## src/core/out_diag_pkg.sv

```systemverilog
// Constants, register map and bus carrier for the output diagnostics block
package out_diag_pkg;

    // ------------------------------------------------------------
    // Clock and timing
    // ------------------------------------------------------------
    localparam int unsigned CLOCK_MHZ = 100;
    localparam int unsigned CYC_PER_MS = CLOCK_MHZ * 1000;
    localparam int unsigned LAMP_INTERVAL_S = 3;
    localparam int unsigned LAMP_INTERVAL_CYC = LAMP_INTERVAL_S * 1000 * CYC_PER_MS;
    localparam int unsigned PULSE_WIDTH_US = 700;
    localparam int unsigned PULSE_WIDTH_CYC = PULSE_WIDTH_US * CLOCK_MHZ;
    localparam int unsigned PULSE_PERIOD_MS = 600;
    localparam int unsigned PULSE_PERIOD_CYC = PULSE_PERIOD_MS * CYC_PER_MS;
    localparam int unsigned LATCH_TIME_MS = 1000;
    localparam int unsigned LATCH_TIME_CYC = LATCH_TIME_MS * CYC_PER_MS;
    localparam int unsigned LAMP_FAILS_TO_FLAG = 2;

    // ------------------------------------------------------------
    // Sizes
    // ------------------------------------------------------------
    localparam int unsigned NUM_OUT = 8;
    localparam int unsigned NUM_PAIR = 4;
    localparam int unsigned NUM_LAMP = 4;

    // ------------------------------------------------------------
    // Register map
    // ------------------------------------------------------------
    localparam logic [7:0] ADDR_OUT_CMD = 8'h00;
    localparam logic [7:0] ADDR_LAMP_CMD = 8'h04;
    localparam logic [7:0] ADDR_CONFIG = 8'h08;
    localparam logic [7:0] ADDR_STATUS = 8'h0C;

    localparam int unsigned CFG_DUAL_LSB = 0;
    localparam int unsigned CFG_PULSE_EN_BIT = 4;
    localparam int unsigned CFG_SRC_ONLY_BIT = 5;
    localparam logic [5:0] CONFIG_RESET = 6'h10;

    localparam int unsigned ST_OUT_STATUS_LSB = 0;
    localparam int unsigned ST_OUT_DATA_LSB = 8;
    localparam int unsigned ST_LAMP_LSB = 16;
    localparam int unsigned ST_PWR_FAULT_BIT = 20;

    typedef struct packed {
        logic [7:0] addr;
        logic [31:0] wdata;
        logic wr;
        logic rd;
    } bus_req_t;

endpackage
```

## src/core/out_diag.sv

```systemverilog
// Muting lamp checks, output pulse testing and fault latching for safety outputs
//
// Operation
// - Lamp check every 3 s while on.
// - Two consecutive failed checks flag lamp bad.
// - First check waits for next interval boundary.
// - Lamp flag reads good after power-up.
// - Bad lamp flagged within 6 s.
// - Open lamp at power-up flagged once on.
// - Replaced lamp restores flag in either state.
// - Lamp flag 0 open, 1 good.
// - Pulse output off 700 us every 600 ms.
// - Detected short forces data and status off.
// - Dual pair energizes only both on, unfaulted.
// - Dual fault turns both channels off.
// - Single fault turns only that channel off.
// - Faulted outputs stay latched off until cleared.
// - Bipolar fault clears after latch time off.
// - Cleared fault drops red indicator, accepts commands.
// - Sourcing-only short cleared by power cycle only.
// - Sourcing-only short forces every output off.
//
// Design decisions made here: the register offsets and the address-and-strobe port.
`timescale 1ns/10ps
`default_nettype none

module out_diag #(
    parameter int unsigned LAMP_CYC = out_diag_pkg::LAMP_INTERVAL_CYC,
    parameter int unsigned PERIOD_CYC = out_diag_pkg::PULSE_PERIOD_CYC,
    parameter int unsigned PULSE_CYC = out_diag_pkg::PULSE_WIDTH_CYC,
    parameter int unsigned LATCH_CYC = out_diag_pkg::LATCH_TIME_CYC
) (
    // Clock and reset
    input wire logic clock,
    input wire logic resetn,
    // Register port
    input wire out_diag_pkg::bus_req_t bus_req,
    output logic [31:0] rdata,
    // Muting lamp test outputs
    output logic [3:0] lamp_drive,
    input wire logic [3:0] lamp_current,
    // Safety outputs
    output logic [7:0] out_drive,
    input wire logic [7:0] out_readback,
    // Indicators
    output logic [7:0] fault_led
);

    localparam int unsigned NO = out_diag_pkg::NUM_OUT;
    localparam int unsigned NP = out_diag_pkg::NUM_PAIR;
    localparam int unsigned NL = out_diag_pkg::NUM_LAMP;

    // ------------------------------------------------------------
    // Register file
    // ------------------------------------------------------------
    logic [7:0] out_cmd;
    logic [3:0] lamp_cmd;
    logic [5:0] config_reg;
    logic [3:0] lamp_status;
    logic [7:0] out_status;
    logic [7:0] energized;
    logic pwr_fault;

    wire sel_out_cmd = bus_req.addr == out_diag_pkg::ADDR_OUT_CMD;
    wire sel_lamp_cmd = bus_req.addr == out_diag_pkg::ADDR_LAMP_CMD;
    wire sel_config = bus_req.addr == out_diag_pkg::ADDR_CONFIG;
    wire sel_status = bus_req.addr == out_diag_pkg::ADDR_STATUS;

    wire [3:0] dual_mode = config_reg[out_diag_pkg::CFG_DUAL_LSB +: 4];
    wire pulse_en = config_reg[out_diag_pkg::CFG_PULSE_EN_BIT];
    wire src_only = config_reg[out_diag_pkg::CFG_SRC_ONLY_BIT];

    logic [31:0] status_word;
    always_comb begin
        status_word = 32'h0000_0000;
        status_word[out_diag_pkg::ST_OUT_STATUS_LSB +: 8] = out_status;
        status_word[out_diag_pkg::ST_OUT_DATA_LSB +: 8] = energized;
        status_word[out_diag_pkg::ST_LAMP_LSB +: 4] = lamp_status;
        status_word[out_diag_pkg::ST_PWR_FAULT_BIT] = pwr_fault;
    end

    wire [31:0] read_mux =
        sel_out_cmd  ? {24'h00_0000, out_cmd} :
        sel_lamp_cmd ? {28'h000_0000, lamp_cmd} :
        sel_config   ? {26'h000_0000, config_reg} :
        sel_status   ? status_word : 32'h0000_0000;

    always_ff @(posedge clock or negedge resetn) begin
        if (!resetn) begin
            out_cmd <= 8'h00;
            lamp_cmd <= 4'h0;
            config_reg <= out_diag_pkg::CONFIG_RESET;
        end else if (bus_req.wr) begin
            if (sel_out_cmd) out_cmd <= bus_req.wdata[7:0];
            if (sel_lamp_cmd) lamp_cmd <= bus_req.wdata[3:0];
            if (sel_config) config_reg <= bus_req.wdata[5:0];
        end
    end

    // Read data stands only in the cycle after the strobe
    always_ff @(posedge clock or negedge resetn) begin
        if (!resetn) rdata <= 32'h0000_0000;
        else if (bus_req.rd) rdata <= read_mux;
        else rdata <= 32'h0000_0000;
    end

    // ------------------------------------------------------------
    // Muting lamp checks
    // ------------------------------------------------------------
    logic [31:0] lamp_timer;
    wire lamp_boundary = lamp_timer == 32'(LAMP_CYC - 1);

    // Free-running so a lamp switched on mid-interval waits for the boundary
    always_ff @(posedge clock or negedge resetn) begin
        if (!resetn) lamp_timer <= 32'h0000_0000;
        else if (lamp_boundary) lamp_timer <= 32'h0000_0000;
        else lamp_timer <= lamp_timer + 32'h0000_0001;
    end

    logic [1:0] fail_cnt [NL];
    logic [3:0] lamp_on_q;

    always_ff @(posedge clock or negedge resetn) begin
        if (!resetn) begin
            lamp_drive <= 4'h0;
            lamp_on_q <= 4'h0;
        end else begin
            lamp_drive <= lamp_cmd;
            lamp_on_q <= lamp_drive;
        end
    end

    genvar l;
    generate
        for (l = 0; l < NL; l++) begin : g_lamp
            // Only checked once the lamp was already driven before the boundary
            wire check = lamp_boundary && lamp_on_q[l] && lamp_drive[l];
            wire fail = check && !lamp_current[l];
            always_ff @(posedge clock or negedge resetn) begin
                if (!resetn) begin
                    fail_cnt[l] <= 2'h0;
                    lamp_status[l] <= 1'b1;
                end else if (!lamp_drive[l]) begin
                    fail_cnt[l] <= 2'h0;
                    // Sense current through the cold lamp still proves continuity
                    if (lamp_current[l]) lamp_status[l] <= 1'b1;
                end else if (check && lamp_current[l]) begin
                    fail_cnt[l] <= 2'h0;
                    lamp_status[l] <= 1'b1;
                end else if (fail) begin
                    if (fail_cnt[l] == 2'(out_diag_pkg::LAMP_FAILS_TO_FLAG - 1)) begin
                        lamp_status[l] <= 1'b0;
                    end else begin
                        fail_cnt[l] <= fail_cnt[l] + 2'h1;
                    end
                end
            end

        end
    endgenerate

    // ------------------------------------------------------------
    // Output pulse test timing
    // ------------------------------------------------------------
    logic [31:0] pulse_timer;
    wire period_end = pulse_timer == 32'(PERIOD_CYC - 1);
    wire pulse_active = pulse_en && pulse_timer < 32'(PULSE_CYC);
    // Readback judged at the last cycle of the off pulse
    wire pulse_check = pulse_en && pulse_timer == 32'(PULSE_CYC - 1);

    always_ff @(posedge clock or negedge resetn) begin
        if (!resetn) pulse_timer <= 32'h0000_0000;
        else if (period_end) pulse_timer <= 32'h0000_0000;
        else pulse_timer <= pulse_timer + 32'h0000_0001;
    end

    // ------------------------------------------------------------
    // Fault latching and output evaluation
    // ------------------------------------------------------------
    logic [7:0] fault;
    logic [7:0] eff_fault;
    logic [7:0] next_energized;
    logic [31:0] latch_cnt [NO];

    // Output still high while pulsed off: short to supply or to another output
    wire [7:0] short_seen = pulse_check ? (energized & out_readback) : 8'h00;

    genvar p;
    generate
        for (p = 0; p < NP; p++) begin : g_pair
            wire pair_fault = fault[2*p] || fault[2*p+1];
            wire both_on = out_cmd[2*p] && out_cmd[2*p+1];
            assign eff_fault[2*p] = dual_mode[p] ? pair_fault : fault[2*p];
            assign eff_fault[2*p+1] = dual_mode[p] ? pair_fault : fault[2*p+1];
            assign next_energized[2*p] = !pwr_fault && !eff_fault[2*p] &&
                (dual_mode[p] ? both_on : out_cmd[2*p]);
            assign next_energized[2*p+1] = !pwr_fault && !eff_fault[2*p+1] &&
                (dual_mode[p] ? both_on : out_cmd[2*p+1]);

        end
    endgenerate

    genvar c;
    generate
        for (c = 0; c < NO; c++) begin : g_chan
            // Bipolar outputs: held in safe state for the latch time clears the fault
            wire safe_hold = fault[c] && !src_only && !out_cmd[c];
            wire latch_done = safe_hold && latch_cnt[c] == 32'(LATCH_CYC - 1);
            always_ff @(posedge clock or negedge resetn) begin
                if (!resetn) begin
                    latch_cnt[c] <= 32'h0000_0000;
                    fault[c] <= 1'b0;
                end else begin
                    latch_cnt[c] <= (safe_hold && !latch_done) ?
                        latch_cnt[c] + 32'h0000_0001 : 32'h0000_0000;
                    if (short_seen[c]) fault[c] <= 1'b1;
                    else if (latch_done) fault[c] <= 1'b0;
                end
            end

        end
    endgenerate

    // Sticky until power cycle; only the reset removes it
    always_ff @(posedge clock or negedge resetn) begin
        if (!resetn) pwr_fault <= 1'b0;
        else if (src_only && |short_seen) pwr_fault <= 1'b1;
    end

    always_ff @(posedge clock or negedge resetn) begin
        if (!resetn) begin
            energized <= 8'h00;
            out_status <= 8'h00;
            out_drive <= 8'h00;
            fault_led <= 8'h00;
        end else begin
            energized <= next_energized;
            out_status <= ~eff_fault & {8{!pwr_fault}};
            // Pulse drives off for its width while the data stays on
            out_drive <= next_energized & {8{!pulse_active}};
            fault_led <= eff_fault | {8{pwr_fault}};
        end
    end
endmodule

`default_nettype wire

```

## config.mk

```make
export PLATFORM = sky130hd
export DESIGN_NAME = out_diag
export DESIGN_NICKNAME = d
export VERILOG_FILES = /design/src/core/out_diag_pkg.sv /design/src/core/out_diag.sv
export SDC_FILE = /design/constraint.sdc
export NUM_CORES = 1
export LEC_CHECK = 0
export BUFFER_PORTS_ARGS = -buffer_cell sky130_fd_sc_hd__buf_4
export CORE_MARGIN = 2
export CORE_UTILIZATION = 57
export CTS_BUF_LIST = sky130_fd_sc_hd__clkbuf_2
export DETAILED_ROUTE_END_ITERATION = 12
export MAX_ROUTING_LAYER = met4
export PLACE_DENSITY = 0.82
export SLEW_MARGIN = 10
export SYNTH_ARGS = -nofsm -noshare
export SYNTH_HDL_FRONTEND = slang
export SYNTH_SLANG_ARGS = --single-unit
export TNS_END_PERCENT = 5
```

## constraint.sdc

```tcl
create_clock -name clock -period 5.3 [get_ports clock]
set_input_delay 0.795 -clock clock [delete_from_list [all_inputs] [get_ports clock]]
set_output_delay 0.795 -clock clock [all_outputs]
set_load 0.03 [all_outputs]
```

Word-level counts from Yosys, hierarchy flattened:

Index checks and enable logic that the tools add are counted.

* output and inout bits: 52
* input port bits: 56
* register bits: 431
* word-level logic and storage cells: 302

* order comparisons: 1
* bitwise logic cells: 5
* reduce and logical (&&, ||, !) cells: 131
* muxes and demuxes: 84
* add/sub/neg operators: 14
* equal/unequal tests: 30

Operator list (number)
* 32-bit by 1-bit adder with 32-bit output (second input constant): 10
* 32-bit 2-to-1 mux: 10
* 32-bit by 27-bit == test with 1-bit output (second input constant): 8
* 21-bit 2-to-1 mux: 5
* 1-bit logical AND: 71
* 1-bit 2-to-1 mux: 52
* 32-bit by 17-bit == test with 1-bit output (second input constant): 1
* 32-bit by 26-bit == test with 1-bit output (second input constant): 1
* 32-bit by 29-bit == test with 1-bit output (second input constant): 1
* 32-bit by 17-bit less-than comparator with 1-bit output (second input constant): 1
* 2-bit 2-to-1 mux: 16
* 1-bit logical NOT: 31
* 8-bit AND: 3
* 3-bit by 1-bit != test with 1-bit output (second input constant): 8
* 2-bit nonzero test: 12
* 8-bit by 4-bit == test with 1-bit output (second input constant): 2
* 2-bit AND reduction: 7
* 3-bit != test (second input constant): 4
* 3-bit AND reduction: 4
* 2-bit by 1-bit adder with 2-bit output (second input constant): 4
* 2-bit by 1-bit == test with 1-bit output (second input constant): 4
* 8-bit by 3-bit == test with 1-bit output (second input constant): 1
* 8-bit logical NOT: 1
* 8-bit 2-to-1 mux: 1
* 4 further kinds: 7

Longest topological paths before layout:

Gate-level depths: netlist of run 1.

* word-level depth: 7
* depth in mapped cells: 7
* mapped depth without buffers: 6

Worst setup path before layout of run 1:

No wires, ideal clock.

* path kind: input -> register
* from: input port bus_req[39] in the netlist's numbering
* to: register out_cmd[0]
* data required time: 5.175 ns
* data arrival time: 2.213 ns
* stages: 4
* setup slack: 2.962 ns
* setup time: 0.125 ns
* path buffers: 0
* cell sequence: or4_1 -> nor3_2 -> nand3_1 -> mux2_2

* longest elaborated chain between the ends: 2

RTL lines
* start: declaration: line out_diag.sv:37 `input wire out_diag_pkg::bus_req_t bus_req,`
* 8-bit logical NOT: line out_diag.sv:64 `wire sel_out_cmd = bus_req.addr == out_diag_pkg::ADDR_OUT_CMD;`
* 2-bit AND reduction (no line)
* end signal: assignment: line out_diag.sv:94 `if (sel_out_cmd) out_cmd <= bus_req.wdata[7:0];`
* end: declaration: line out_diag.sv:56 `logic [7:0] out_cmd;`

No other way between the ends.
A chain may end at the register's enable or synchronous reset.

Worst setup path in the final report of run 1:

* from: register latch_cnt[192] in the netlist's numbering
* to: register latch_cnt[221] in the netlist's numbering

* longest elaborated chain between the ends: 5
* elaborated cells on any way between the ends: 6
* classes of those cells: add/sub: 1; eq/ne: 1; mux: 1; reduce/logical: 3

RTL lines
* start: declaration: line out_diag.sv:183 `logic [31:0] latch_cnt [NO];`
* start signal: indexed assignment: line out_diag.sv:214 `latch_cnt[c] <= (safe_hold && !latch_done) ?`
* branches (longest 4 deep; another with 32-bit by 1-bit adder with 32-bit output)
* 32-bit 2-to-1 mux *: line out_diag.sv:214

Every way passes the cells marked *.

==> results of run 1 <==
## worst paths after layout
check | from | endpoint | cells past startpoint
max | latch_cnt[192] | latch_cnt[221] | 6
min | lamp_current[0] | lamp_status[0] | 3
max reg2reg | latch_cnt[192] | latch_cnt[221] | 6
min reg2reg | lamp_cmd[3] | lamp_drive[3] | 0
max in group asynchronous | resetn | lamp_on_q[3] | 3
min in group asynchronous | resetn | latch_cnt[71] | 2
## cell usage after synthesis, drive strengths merged, types with 25 or more instances
| cell type | count | share of area [%] |
|---|---|---|
| dfrtp | 415 | 53 |
| nor2 | 338 | 6.4 |
| xor2 | 182 | 8.1 |
| nand3 | 152 | 3.9 |
| nand4 | 125 | 4.0 |
| xnor2 | 103 | 4.6 |
| nand2 | 94 | 1.8 |
| and3 | 62 | 2.0 |
| inv | 51 | 0.97 |
| nor3 | 48 | 1.3 |
| nor4 | 47 | 1.8 |
| clkbuf | 45 | 0.87 |
| o21ai | 32 | 0.81 |
| and4 | 30 | 1.3 |
| buf | 27 | 0.86 |
| and2 | 25 | 0.79 |
## area by class of cell
type / instances / area, um2 / share of cell area, %
Tap cell: 455 / 569.3 / 2.629
Antenna cell: 2 / 5.005 / 0.02312
Timing Repair Buffer: 92 / 735.7 / 3.398
Multi-Input combinational cell: 1414 / 8736 / 40.35
Clock buffer: 144 / 720.7 / 3.329
Clock inverter: 44 / 176.4 / 0.8148
Inverter: 51 / 191.4 / 0.8842
Sequential cell: 420 / 10520 / 48.57
## report_power, final
group / leakage, uW / internal, uW / switching [uW] / total [uW]
Clock: 0.000695 / 744 / 1290 / 2040
Combinational: 0.00357 / 232 / 339 / 571
Sequential: 0.00568 / 3380 / 190 / 3570
## what timing repair did
| action | CTS | global route |
|---|---|---|
| resized for setup | 0 | 0 |
| hold buffers | 10 | 0 |
| endpoints found under the hold margin | 127 | 0 |
## tightest hold or removal path, stage by stage
cell,delay (ns)
buf_4,0.13
nor2_1,0.10
a21oi_1,0.05
## per-layer routing
| layer | share of wire, % | track usage, % | vias to the layer above |
|---|---|---|---|
| met2 | 48 | 38.49 | 405 |
| met5 | 0 | - | - |
| met1 | 43 | 30.56 | 7370 |
| met3 | 5.8 | 5.866 | 91 |
| met4 | 3.0 | 10.11 | 0 |
| li1 | - | - | 7068 |
## stage by stage
stage	util [%]	setup slack, ns	total power [uW]	cells
floorplan	-	2.962	3995	1957
global placement	60.22	2.026	4153	2422
detailed placement	60.22	1.979	4202	2422
CTS	63.13	2.438	6260	2620
global route	63.14	2.242	6548	2622
finish	63.14	2.415	6177	2622
## kinds of logic after synthesis
group                      share of synthesized area, %
muxes                                             1.888
DFF                                               53.26
AOI/OAI and AO/OA                                 2.680
adders and majority gates                        0.8871
and+or+nand+nor                                   25.93
buffers and inverters                             2.693
xor gates and xnor gates                          12.64
other                                           0.01899
==> results.md, run 1 <==
- TritonRoute pass-1 iters: 5
- Cells after Synth: 1947
- Tcrit/Tclk final: a little over half
- IO buf count: a little over 70
- First-pass GRT wire length: around 70 mm
- WP data required: about 6.1 ns
- Most frequent cells in the layout: dfrtp_1, nor2_1, xor2_1
- Fin Setup TNS: 0 ns
- Critical path's slowest cell: nand3_1
- Vias in the first global route: ~15000
- Crit path buffers/inverters: 0
- R2R setup slack: around 2.4 ns
- Share of layout cells above drive strength 1: around 13%
- CTS tree: built
- WHS: 0.1078 ns
- Global-route usage over all layers: between 20% and 30%
- Seq cells post-synth: 420
- Clock Sinks: 420
- Achievable Freq: ~350 MHz
- # DRC: 0
- Critical-path cell list: ha_1, and3_1, nand3_1, or4_1, nand3_1, nor2_1
- Total core area: 34290 um2
- Main synth FF type: dfrtp_1
- Top reg by flops: latch_cnt
- VDD IR max: just under 0.0002 V
- Die area: ~36000 um2
- Initial Utilization: about 58%
- Via count: 14930
- CP top delay family: simple AND/OR/NAND/NOR gates
- Worst-path fanout max: 32
- RSZ-0062 raised after global routing: false
- Tmin final: approximately 2.9 ns
- Max Buffers Root-to-Sink: 3
- Rows: between 60 and 70
- Register area share after synthesis: between 50% and 60%
- Die Ht: between 150 and 200 um
- Nets: 2154
- Final Cell Area: ~22000 um2
- WL/cell: ~16 um
- Actual slew at the worst max-slew pin: between 1 and 1.5 ns
- Startpoint types: flop
- Final Hold Violating Endpoints: 0
- Worst EP arrival: about 3.7 ns
- HPWL after DPL: 28.23 mm
- DR iter-0 viols: around 1000
- Slew Limit Fails: 0
- Die W: between 150 and 200 um
- Clock insertion delay at the later pin of the skew report: 0.99 ns
- Yosys warnings: 0
- Setup crit end kind: flop
- Htree depth: 3
- # setup viols final: 0
- Final ANT Viol Nets: 0
- P&R area growth vs syn: 9.644%
- Max reg flops: approximately 260
- Regs by FF count: latch_cnt: 256 flops, lamp_timer: 32 flops, pulse_timer: 32 flops
- PD cells: between 200 and 300 nW/um2
- Root Buffer: clkbuf_2
- Setup Buffers After CTS: 0
- Commonest non-fill, non-tap cell in the layout: dfrtp_1
- Yosys cell types: 61
- IO Count: between 100 and 150
- Status: completed
- Mapped Area: between 15000 and 20000 um2
- Clock transition at path regs: around 0.10 ns
- Most used cell, CP: nand3_1
- Placed cell areas: slightly above 20000 um2
- Vias/cell: between 5 and 6
- CTS Buf Count: 105
- MaxCap Viol Count: 0
- WL final: 41.71 mm
- Worst min path class: in2reg
- Post-synth EDFFs: 0
- Grt ovf: 0
- Leakage power: about 0.01 uW
- Initial antenna violation count: 2
- Max incr delay on CP: between 0.8 and 0.9 ns
- Routability cong.: around 0.88
- Crit Path Category: reg2reg
- # fillers: about 2700
- Mapped Avg Cell Area: 10.14 um2
- Ys async rst share: between 90% and 100%
- Largest net degree at the start of global routing: 124
- Max Clock Skew: between 0.06 and 0.07 ns
- Relative slew slack: around 18%
No activity file was read; power rests on OpenSTA's default activity.
==> run 2, diff against run 1 <==
Settings changed: PLACE_DENSITY 0.82 to 0.85.
Clock period 5.3 ns to 2.4 ns, I/O delays scaled along.
==> results.md, run 2 (synthesized netlist as in run 1, its figures left out) <==
- Fin Setup TNS: 0 ns (unchanged)
- Largest net degree at the start of global routing: 118 (-4.8%)
- Status: completed
- Die Ht: 190.1 um (unchanged)
- Routability cong.: 0.8706 (-1.3%)
- Worst EP arrival: 3.12 ns (-0.53 ns)
- Tmin final: 2.221 ns (-0.6640 ns)
- Hold Startpoint: lamp_current[1]
- Most frequent cells in the layout: dfrtp_1, nor2_1, xor2_1
- WL final: 43.87 mm (+5.2%)
- Crit Path Category: reg2reg
- Startpoint types: flop
- Vias in the first global route: 15300 (+2.2%)
- Setup crit end kind: flop
- Final Hold Violating Endpoints: 0 (unchanged)
- Rows: 68 (unchanged)
- Die W: 190.1 um (unchanged)
- # fillers: 2542 (-6.2%)
- Grt ovf: 0 (unchanged)
- HPWL after DPL: 29.08 mm (+3.0%)
- Initial antenna violation count: 3 (+1)
- Max Buffers Root-to-Sink: 3 (unchanged)
- Nets: 2217 (+2.9%)
- WP data required: 3.30 ns (-2.76 ns)
- CTS tree: built
- Clock Sinks: 420 (unchanged)
- MaxCap Viol Count: 0 (unchanged)
- PD cells: 626.0 nW/um2 (+120%)
- Max Clock Skew: 0.06564 ns (+0.00008580 ns)
- VDD IR max: 0.0005242 V (+170%)
- CTS Buf Count: 105 (unchanged)
- WL/cell: 16.44 um (+3.4%)
- Slew Limit Fails: 0 (unchanged)
- TritonRoute pass-1 iters: 5 (unchanged)
- P&R area growth vs syn: 12.96%
- # setup viols final: 0 (unchanged)
- Vias/cell: 5.805 (+1.9%)
- Actual slew at the worst max-slew pin: 0.7031 ns (-0.5255 ns)
- # DRC: 0 (unchanged)
- RR Endpoint: latch_cnt[5]
- Global-route usage over all layers: 25.76% (+1.3 points)
- Leakage power: 0.01029 uW (+3.5%)
- Achievable Freq: 450.2 MHz (+30%)
- Clock transition at path regs: 0.10 ns (about the same)
- Multi-input logic area: 8747 um2 (+0.13%)
- Relative slew slack: 52.77% (+35 points)
- Reg2reg start: latch_cnt[0]
- Max reg flops: 256 (unchanged)
- Setup Buffers After CTS: 0 (unchanged)
- Regs by FF count: latch_cnt: 256 flops, lamp_timer: 32 flops, pulse_timer: 32 flops
- Worst min path class: in2reg
- FF/Latch Area: 10520 um2 (unchanged)
- Root Buffer: clkbuf_2
- IO Count: 108 (unchanged)
- Hold Path End: lamp_status[1]
- Tcrit/Tclk final: 92.55% (+38 points)
- Die area: 36150 um2 (unchanged)
- Worst-path fanout max: 32 (unchanged)
- R2R setup slack: 0.18 ns (-2.24 ns)
- First-pass GRT wire length: 73.97 mm (+5.5%)
- WHS: 0.1565 ns (+0.04879 ns)
- IO buf count: 72 (unchanged)
- Htree depth: 3 (unchanged)
- Via count: 15490 (+3.7%)
- Reg2Reg Depth: 7 (+1)
- Hold depth: 4 (+1)
- Commonest non-fill, non-tap cell in the layout: dfrtp_1
- Final ANT Viol Nets: 0 (unchanged)
- Clock insertion delay at the later pin of the skew report: 1.04 ns (+0.05 ns)
- Share of layout cells above drive strength 1: 15.26% (+1.9 points)
- Initial Utilization: 57.59% (unchanged)
- Top reg by flops: latch_cnt
- Total core area: 34290 um2 (unchanged)
- RSZ-0062 raised after global routing: false
- DR iter-0 viols: 1049 (+2.0%)
[run 2: what timing repair did]
item,in CTS,in global routing
hold buffers,34,0
endpoints found under the hold margin,480,0
resized for setup,0,4
endpoints found under the setup margin,0,34
[run 2: stage by stage]
step	util, %	power, uW	area, um2	worst slack, ns	cells
final	65.05	13960	22310	0.1787	2668
after global routing	65.05	14710	22300	0.01955	2667
after CTS	64.99	14100	22280	0.03816	2664
after detailed placement	61.40	9318	21050	0.08847	2461
after global placement	61.40	9212	21050	0.1627	2461
after floorplan	-	8821	19780	0.3537	1957
[run 2: final cells by class]
cell class                      instances  area share [%]
Multi-Input combinational cell       1414           39.22
Sequential cell                       420           47.15
Antenna cell                            4         0.04488
Inverter                               51          0.8583
Clock buffer                          156           3.500
Clock inverter                         13          0.4880
Timing Repair Buffer                  155           6.193
Tap cell                              455           2.552
[run 2: report_power, final]
group	internal [uW]	switching [uW]	leakage, uW	total [uW]
Sequential	7470	416	0.00568	7880
Clock	1900	2820	0.000691	4720
Combinational	584	774	0.00393	1360
[run 2: routing by layer]
layer  GRT usage [%]  wire length, um  vias to the layer above
met5               -                0                        -
met4           11.21             1489                        0
met3           4.833             2694                      124
met2           39.84            20910                      577
met1           33.45            18770                     7582
li1                -                -                     7205
[run 2: how the worst max path moves through the flow]
stage / cells past startpoint / to / start
after floorplan: 7 / latch_cnt[28] / latch_cnt[0]
after global placement: 7 / latch_cnt[4] / latch_cnt[0]
after detailed placement: 7 / latch_cnt[25] / latch_cnt[0]
after CTS: 6 / fault[7] / latch_cnt[0]
after global routing: 6 / fault[7] / latch_cnt[0]
final: 7 / latch_cnt[5] / latch_cnt[0]
[run 2: critical path: stages (launching register included)]
cell and delay, ns:
dfrtp_1 0.40, ha_2 0.22, nand3_1 0.12, or3_4 0.41
or4_4 0.58, nand3_2 0.11, buf_12 0.18, nor2_1 0.07
